File: config.mk
export PLATFORM = sky130hd
export DESIGN_NAME = serial_channel_rx_tx_status
export DESIGN_NICKNAME = d
export VERILOG_FILES = /design/src/serial_channel_pkg.sv /design/src/serial_channel_rx_tx_status.sv
export VERILOG_INCLUDE_DIRS = /design/src
export SDC_FILE = /design/constraint.sdc
export NUM_CORES = 1
export LEC_CHECK = 0
export BUFFER_PORTS_ARGS = -buffer_cell sky130_fd_sc_hd__buf_2
export CAP_MARGIN = 20
export CORE_ASPECT_RATIO = 1.5
export CORE_MARGIN = 3
export CORE_UTILIZATION = 40
export CTS_CLUSTER_DIAMETER = 100
export DETAILED_ROUTE_END_ITERATION = 8
export PLACE_DENSITY = 0.72
export SLEW_MARGIN = 10
export SYNTH_ARGS = -nofsm -noshare
export SYNTH_HDL_FRONTEND = slang
export SYNTH_SLANG_ARGS = --single-unit
File: constraint.sdc
create_clock -name hclk -period 4.3 [get_ports hclk]
set_input_delay 0.43 -clock hclk [delete_from_list [all_inputs] [get_ports hclk]]
set_output_delay 0.43 -clock hclk [all_outputs]
set_load 0.005 [all_outputs]
File: src/serial_channel_defines.svh
// Offsets, field positions, reset values and encodings for the serial channel status block.
// Assumes a 32-bit AHB-Lite register bus with word-aligned registers.
`ifndef SERIAL_CHANNEL_DEFINES_SVH
`define SERIAL_CHANNEL_DEFINES_SVH

`define OFF_RECEIVE_STATUS 12'h000
`define OFF_LINE_STATUS 12'h004
`define OFF_MODE_CTRL 12'h008
`define OFF_COMMAND 12'h00C

// Receive status bit positions
`define RS_EOM 7
`define RS_PMP 6
`define RS_PE 5
`define RS_FRAMING_ERROR_FLAG 4
`define RS_OVERRUN_FLAG 3
`define RS_CRC_ERROR_FLAG 2

// Line status bit positions
`define LS_TXING 5
`define LS_SEARCH_MODE_INDICATOR 4
`define LS_CTS 3
`define LS_DCD 2
`define LS_TXEN 1
`define LS_RXEN 0

// Mode control fields: [1:0] channel mode, [3:2] parity capture select, [4] crc pass
`define MC_MODE_LO 0
`define MC_PSEL_LO 2
`define MC_CRCPASS 4
`define MODE_CTRL_RESET 8'h00

// Command codes, written to the command register low byte
`define CMD_NOP 8'h00
`define CMD_TX_RESET 8'h01
`define CMD_RX_RESET 8'h02
`define CMD_CH_RESET 8'h03
`define CMD_TX_ENABLE 8'h04
`define CMD_TX_DISABLE 8'h05
`define CMD_RX_ENABLE 8'h06
`define CMD_RX_DISABLE 8'h07
`define CMD_ENTER_SEARCH 8'h08

`define PSEL_MSB 2'h0
`define PSEL_MP 2'h1

`endif

File: src/serial_channel_pkg.sv
// Types shared by the serial channel status block.
// Assumes serial_channel_defines.svh for the numeric constants.
package serial_channel_pkg;
    typedef enum logic [1:0] {
        MODE_ASYNC = 2'h0,
        MODE_BYTE_SYNC = 2'h1,
        MODE_BIT_SYNC = 2'h3
    } chan_mode_e;

    typedef enum logic [1:0] {
        BUS_IDLE = 2'h0,
        BUS_WRITE = 2'h1,
        BUS_READ = 2'h3
    } bus_phase_e;

    typedef logic [7:0] byte_t;
endpackage

File: src/serial_channel_rx_tx_status.sv
// Receive and line status registers of one serial channel, on an AHB-Lite slave.
// Assumes receiver/transmitter events arrive as one-cycle pulses on hclk; modem lines are asynchronous pins.
//
// Decided for this implementation: the AHB-Lite register port and the address map.
`include "serial_channel_defines.svh"

module serial_channel_rx_tx_status (
    input wire logic hclk,
    input wire logic hresetn,
    input wire logic hsel,
    input wire logic [31:0] haddr,
    input wire logic [1:0] htrans,
    input wire logic hwrite,
    input wire logic [2:0] hsize,
    input wire logic [31:0] hwdata,
    input wire logic hready,
    output logic [31:0] hrdata,
    output logic hreadyout,
    output logic hresp,
    input wire logic system_stop,
    input wire logic char_ready,
    input wire logic char_parity,
    input wire logic char_mp,
    input wire logic char_msb,
    input wire logic char_parity_err,
    input wire logic char_framing_err,
    input wire logic overrun_evt,
    input wire logic frame_last_info,
    input wire logic frame_last_fcs,
    input wire logic frame_short,
    input wire logic frame_data_sent,
    input wire logic frame_residual,
    input wire logic frame_abort,
    input wire logic crc_checked,
    input wire logic crc_bad,
    input wire logic fst_load,
    input wire logic tx_active,
    input wire logic clock_missing_twice,
    input wire logic search_done,
    input wire logic cts_pin,
    input wire logic dcd_pin,
    output logic [7:0] mode_out,
    output logic crc_pass_to_buffer,
    output logic rx_reset_pulse,
    output logic tx_reset_pulse,
    output logic last_data_irq
);
    import serial_channel_pkg::*;

    typedef struct packed {
        byte_t rs;
        logic pmp_pending;
        logic pmp_next;
        logic searching;
        logic tx_en;
        logic rx_en;
        logic [1:0] cts_sync;
        logic [1:0] dcd_sync;
        byte_t mode;
        bus_phase_e phase;
        logic [11:0] addr;
        logic [31:0] rdata;
        logic rx_rst;
        logic tx_rst;
        logic irq;
    } state_s;

    state_s cur_ff;
    state_s nxt_ff;

    always_comb begin
        chan_mode_e md;
        logic bitsync;
        logic frame_end;
        logic rx_clr;
        logic all_clr;
        logic tx_clr;
        logic [7:0] cmd;
        logic [7:0] w1c;
        logic [7:0] set;
        logic [7:0] rs_view;
        logic [7:0] ls_view;
        logic sample_bit;
        sample_bit = 1'b0;
        md = chan_mode_e'(cur_ff.mode[`MC_MODE_LO +: 2]);
        bitsync = (md == MODE_BIT_SYNC);
        nxt_ff = cur_ff;
        nxt_ff.cts_sync = {cur_ff.cts_sync[0], cts_pin};
        nxt_ff.dcd_sync = {cur_ff.dcd_sync[0], dcd_pin};
        cmd = `CMD_NOP;
        w1c = 8'h00;
        if (cur_ff.phase == BUS_WRITE) begin
            if (cur_ff.addr == `OFF_COMMAND) begin
                cmd = hwdata[7:0];
            end else if (cur_ff.addr == `OFF_RECEIVE_STATUS) begin
                w1c = hwdata[7:0];
            end else if (cur_ff.addr == `OFF_MODE_CTRL) begin
                nxt_ff.mode = hwdata[7:0];
            end
            // Line status writes fall through untouched
        end
        all_clr = (cmd == `CMD_CH_RESET) || system_stop;
        rx_clr = all_clr || (cmd == `CMD_RX_RESET);
        tx_clr = all_clr || (cmd == `CMD_TX_RESET);

        // Frame end on last info char with pass, last FCS char without
        frame_end = cur_ff.mode[`MC_CRCPASS] ? frame_last_info : frame_last_fcs;
        set = 8'h00;
        if (bitsync) begin
            if (frame_end && frame_short && frame_data_sent) begin
                set[`RS_PMP] = 1'b1;
                set[`RS_EOM] = 1'b1;
            end
            if (frame_abort) begin
                // Abort end frame marks the character ahead of the abort
                // The receiver drops the bits lost to a late stuffed zero; only the flags land here
                set[`RS_PE] = 1'b1;
                set[`RS_EOM] = 1'b1;
            end
            if (frame_end && frame_residual) begin
                set[`RS_FRAMING_ERROR_FLAG] = 1'b1;
                set[`RS_EOM] = 1'b1;
            end
            if (frame_end) begin
                set[`RS_EOM] = 1'b1;
            end
        end else if (md == MODE_ASYNC && char_ready) begin
            set[`RS_PE] = char_parity_err;
            set[`RS_FRAMING_ERROR_FLAG] = char_framing_err;
        end
        set[`RS_OVERRUN_FLAG] = overrun_evt;
        if (md != MODE_ASYNC && cur_ff.mode[`MC_CRCPASS] && crc_checked && crc_bad) begin
            set[`RS_CRC_ERROR_FLAG] = 1'b1;
        end

        // Sticky bits: set wins over clear; CRC flag alone follows a good result
        w1c[`RS_CRC_ERROR_FLAG] = w1c[`RS_CRC_ERROR_FLAG] | (crc_checked && !crc_bad);
        w1c[`RS_PMP] = w1c[`RS_PMP] & bitsync;
        if (rx_clr || (bitsync && fst_load)) begin
            w1c = 8'hFF;
        end
        nxt_ff.rs = (cur_ff.rs & ~w1c) | set;

        // Async capture bit: value of this character shows once the next is ready
        if (md == MODE_ASYNC) begin
            case (cur_ff.mode[`MC_PSEL_LO +: 2])
                `PSEL_MSB: sample_bit = char_msb;
                `PSEL_MP: sample_bit = char_mp;
                default: sample_bit = char_parity;
            endcase
            if (char_ready) begin
                nxt_ff.pmp_next = sample_bit;
                nxt_ff.pmp_pending = 1'b1;
                if (cur_ff.pmp_pending) begin
                    nxt_ff.rs[`RS_PMP] = cur_ff.pmp_next;
                end
            end
            if (rx_clr) begin
                nxt_ff.pmp_pending = 1'b0;
                nxt_ff.rs[`RS_PMP] = 1'b0;
            end
        end

        // Search state
        if (cmd == `CMD_ENTER_SEARCH || clock_missing_twice) begin
            nxt_ff.searching = 1'b1;
        end else if (search_done) begin
            nxt_ff.searching = 1'b0;
        end
        if (cmd == `CMD_TX_ENABLE) nxt_ff.tx_en = 1'b1;
        if (cmd == `CMD_TX_DISABLE) nxt_ff.tx_en = 1'b0;
        if (cmd == `CMD_RX_ENABLE) nxt_ff.rx_en = 1'b1;
        if (cmd == `CMD_RX_DISABLE) nxt_ff.rx_en = 1'b0;
        // Search state is not a transmit bit, so of the resets only a full clear drops it
        if (tx_clr) begin
            nxt_ff.tx_en = 1'b0;
        end
        if (all_clr) nxt_ff.searching = 1'b0;
        if (rx_clr) nxt_ff.rx_en = 1'b0;
        if (all_clr) nxt_ff.mode = `MODE_CTRL_RESET;
        nxt_ff.rx_rst = rx_clr;
        nxt_ff.tx_rst = tx_clr;

        // Last-data interrupt on residual or aborted frame
        nxt_ff.irq = bitsync && (frame_abort || (frame_end && frame_residual));

        // Views: reserved and mode-dependent bits forced to 0
        rs_view = cur_ff.rs;
        rs_view[1:0] = 2'h0;
        if (md != MODE_BIT_SYNC) rs_view[`RS_EOM] = 1'b0;
        if (md == MODE_BYTE_SYNC) rs_view[6:4] = 3'h0;
        if (md == MODE_ASYNC) rs_view[`RS_CRC_ERROR_FLAG] = 1'b0;
        ls_view = 8'h00;
        ls_view[`LS_TXING] = bitsync && tx_active && !tx_clr;
        ls_view[`LS_SEARCH_MODE_INDICATOR] = (md != MODE_ASYNC) && cur_ff.searching;
        // Pins pass the synchroniser; a transmit reset blanks CTS and a receive reset blanks DCD for that cycle
        ls_view[`LS_CTS] = cur_ff.cts_sync[1] && !tx_clr;
        ls_view[`LS_DCD] = cur_ff.dcd_sync[1] && !rx_clr;
        ls_view[`LS_TXEN] = cur_ff.tx_en;
        ls_view[`LS_RXEN] = cur_ff.rx_en;

        // Address phase: zero-wait slave, always OKAY
        nxt_ff.phase = BUS_IDLE;
        nxt_ff.rdata = 32'h0000_0000;
        if (hsel && hready && htrans[1]) begin
            nxt_ff.addr = haddr[11:0];
            nxt_ff.phase = hwrite ? BUS_WRITE : BUS_READ;
            case (haddr[11:0])
                `OFF_RECEIVE_STATUS: nxt_ff.rdata = {24'h000000, rs_view};
                `OFF_LINE_STATUS: nxt_ff.rdata = {24'h000000, ls_view};
                `OFF_MODE_CTRL: nxt_ff.rdata = {24'h000000, cur_ff.mode};
                default: nxt_ff.rdata = 32'h0000_0000;
            endcase
        end
    end

    always_ff @(posedge hclk or negedge hresetn) begin
        if (!hresetn) begin
            cur_ff <= '0;
        end else begin
            cur_ff <= nxt_ff;
        end
    end

    assign hrdata = cur_ff.rdata;
    assign hreadyout = 1'b1;
    assign hresp = 1'b0;
    assign mode_out = cur_ff.mode;
    assign crc_pass_to_buffer = cur_ff.mode[`MC_CRCPASS];
    assign rx_reset_pulse = cur_ff.rx_rst;
    assign tx_reset_pulse = cur_ff.tx_rst;
    assign last_data_irq = cur_ff.irq;
endmodule

==> metrics.md <==
| Metric | Value |
|---|---|
| Root buf cell | clkbuf_8 |
| CP Class | flop to flop |
| Multi-input gate area | 0.00109 mm² |
| Die area | 0.00749 mm² |
| Async S/R FF share, synth | 100% |
| TritonCTS clock tree | yes |
| DR pass1 iterations | 6 |
| Num CTS Buffers | 5 |
| Max Fclk | 399 MHz |
| Top cell type's share of synthesized area | 46.4% |
| Tmin final | roughly 2.5 ns |
| Fraction of layout instances using a drive strength above 1 | about a third |
| Avg Vias per Cell | 5.19 |
| Avg Inst Size Synth | just over 10 µm² |
| Syn. warnings | 0 |
| Mux share of post-synthesis cell area | 9.52% |
| Total power per unit cell area | 322 mW/mm² |
| Largest family of logic cells by synthesized area | simple AND/OR/NAND/NOR gates |
| Clk sink count | 48 |
| Row count | 35 |
| XOR/XNOR share of the synthesized area | 0% |
| Leading area contributor after synthesis | dfrtp_1 |
| Worst-Margin Slew | about 0.9 ns |
| Worst VDD drop | 202 µV |
| Antenna viol nets, final | 0 |
| Critical Path Source Type | flop |
| Fillers | 593 |
| Crit path max fanout | 12 |
| Htree depth | 2 |
| Initial Util | 41.6% |
| Synth cell count leaders | 48 x dfrtp_1, 42 x buf_4, 17 x nor2_1 |
| Floorplan core area | 0.00622 mm² |
| Residual DRC count | 0 |
| Iteration-0 DRC Markers | between 90 and 100 |
| # hold bufs at CTS | 0 |
| Cell Count, Final, Fillers Out | roughly 380 |
| Hpwl dp | 4.61 mm |
| Unrepaired setup endpoints after global routing | false |
| Min-Delay Path Class | primary input to asynchronous set/reset pin |
| Total GRT Usage | 16.1% |
| CP Capture Type | flop |
| Sequential share of the synthesized area | 46.4% |
| Slew Limit Fails | 0 |
| Clk buf depth | 2 |
| # placed instances | 373 |
| Post-synth EDFFs | 0 |
| Grt total ovfl | 0 |
| Top-count cell post-synth | dfrtp_1 |
| Cells after Synth | between 200 and 300 |
| I/O Pins | ~140 |
| Vias in the first global route | 1973 |
| Worst-path clk slew | 0.09 ns |
| N_diodes | 0 |
| Max-cap violations | 0 |
| Die W | approximately 70 µm |
| Status | completed |
| Final Wtd Congestion | approximately 0.86 |
| Final period utilization | between 50% and 60% |
| Non-Filler Cell Area, Final | slightly below 0.003 mm² |
| Ranking of synthesized cells by area | dfrtp_1 46%, buf_4 12%, mux2_2 5.7%, mux2i_1 3.9%, o21ai_0 3.1% |
| Largest net degree at the start of global routing | 49 |
| Skew-Pair Late Insertion Delay | 0.30 ns |
| Yosys reg bits | 48 |
| Final hold slack | 0.0768 ns |
| FF+latch area | 0.00120 mm² |
| First-pass GRT wire length | roughly 9.5 mm |
| Adder-Cell Fraction of Synth Area | 0% |
| Setup Fix Bufs, Post-CTS | 0 |
| Fin nets | 403 |
| Leak | about 1.4 nW |
| PostCTS Resize Cnt | 0 |
| Post-synth cell types | 47 |
| Syn-to-layout area delta | 11.7% |
| Simple-gate area share of the yosys netlist | 16.7% |
| Initial antenna violation count | 0 |
| TNS Setup | 0 ns |
| Wirelength per Cell | 15.6 µm |
| Post-synth top flop | dfrtp_1 |
| Die H | 105 µm |
| WL final | around 6 mm |
| Final hold viol count | 0 |
| Via count | 1984 |
| I/O Buffers | 67 |
| Placed cell areas | 0.00276 mm² |
| Worst Path Arrival | 2.66 ns |
| Synth Cell Area | about 0.0026 mm² |
| Compound-Gate Fraction of Synth Area | 12.1% |
| Slew headroom | 40.6% |
| Critical Path RT | 4.46 ns |
| Setup violations, final | 0 |
| Clock skew after layout | 0.00796 ns |
## critical path, stage by stage, from the launching register on
cell and delay, ns:
dfrtp_1 0.39, nor4_1 0.53, nand4_1 0.51, o21ai_0 0.76, o31ai_1 0.18
## cell usage in the layout (no fill, tap or decap), types with 3 or more instances in the layout
cell type | Yosys | final
o21ai_0 | 16 | 16
nand2_1 | 14 | 14
mux2i_1 | 10 | 10
mux2_2 | 13 | 13
or4_1 | 3 | 3
inv_1 | 11 | 11
a21oi_1 | 10 | 10
o31ai_1 | 3 | 3
nand3_1 | 5 | 5
conb_1 | 2 | 26
dfrtp_1 | 48 | 48
a22oi_1 | 3 | 3
nand4_1 | 6 | 6
and3_1 | 4 | 4
nor4_1 | 6 | 6
clkbuf_8 | 0 | 5
nor2_1 | 17 | 17
buf_2 | 1 | 67
nor2b_1 | 4 | 4
## flip-flops by register name, summed over array words and instances (netlist names)
signal	flops
last_data_irq	1
rx_reset_pulse	1
mode_out	8
hrdata	8
tx_reset_pulse	1
cur_ff	29
## cell type report
type | count | share of cell area [%]
flip-flops and latches | 48 | 41.5
multi-input cells | 172 | 37.7
repair buffers | 68 | 12.3
well taps | 74 | 3.20
clock buffers | 6 | 2.51
inverters | 12 | 1.56
clock inverters | 2 | 1.21
## stage by stage
step / total power [W] / utilization (%) / setup WS [ns]
after floorplan: 0.000581 / - / 2.39
after global placement: 0.000612 / 44.4 / 1.86
after detailed placement: 0.000619 / 44.4 / 1.81
after CTS: 0.000939 / 46.2 / 1.82
after global routing: 0.000974 / 46.5 / 1.66
final: 0.000932 / 46.5 / 1.79
## cell families (layout without fill, tap and decap cells)
| logic type | count (synthesis) | in the layout |
|---|---|---|
| AND/OR/NAND/NOR | 76 | 76 |
| flip-flops | 48 | 48 |
| multiplexers | 23 | 23 |
| other | 2 | 26 |
| AO/OA/AOI/OAI | 47 | 47 |
| buffers and inverters | 59 | 88 |
## path summary, 6_finish.rpt
kind	startpoint	slack (ns)	cells after the start	to
max	cur_ff[44]$_DFFE_PN0P_	1.79	4	cur_ff[72]$_DFF_PN0_
min reg2reg	cur_ff[59]$_DFF_PN0_	0.35	0	cur_ff[60]$_DFF_PN0_
max in group asynchronous	hresetn	3.71	2	cur_ff[41]$_DFFE_PN0P_
max reg2reg	cur_ff[44]$_DFFE_PN0P_	1.79	4	cur_ff[72]$_DFF_PN0_
min	hresetn	0.08	1	mode_out[4]$_DFFE_PN0P_
min in group hclk	cts_pin	0.23	1	cur_ff[59]$_DFF_PN0_
## where the power goes
group	switching [W]	total, W	internal, W
logic	0.0000574	0.000108	0.0000506
registers	0.0000223	0.000503	0.000481
clock network	0.000148	0.000321	0.000173
## routing by layer
| metal | track usage, % | wire length [µm] |
|---|---|---|
| met3 | 3.37 | 402 |
| met1 | 18.8 | 2270 |
| met2 | 27.5 | 3110 |
| met5 | 0 | 0 |
| met4 | 7.80 | 184 |
No activity file was read; power rests on OpenSTA's default activity.
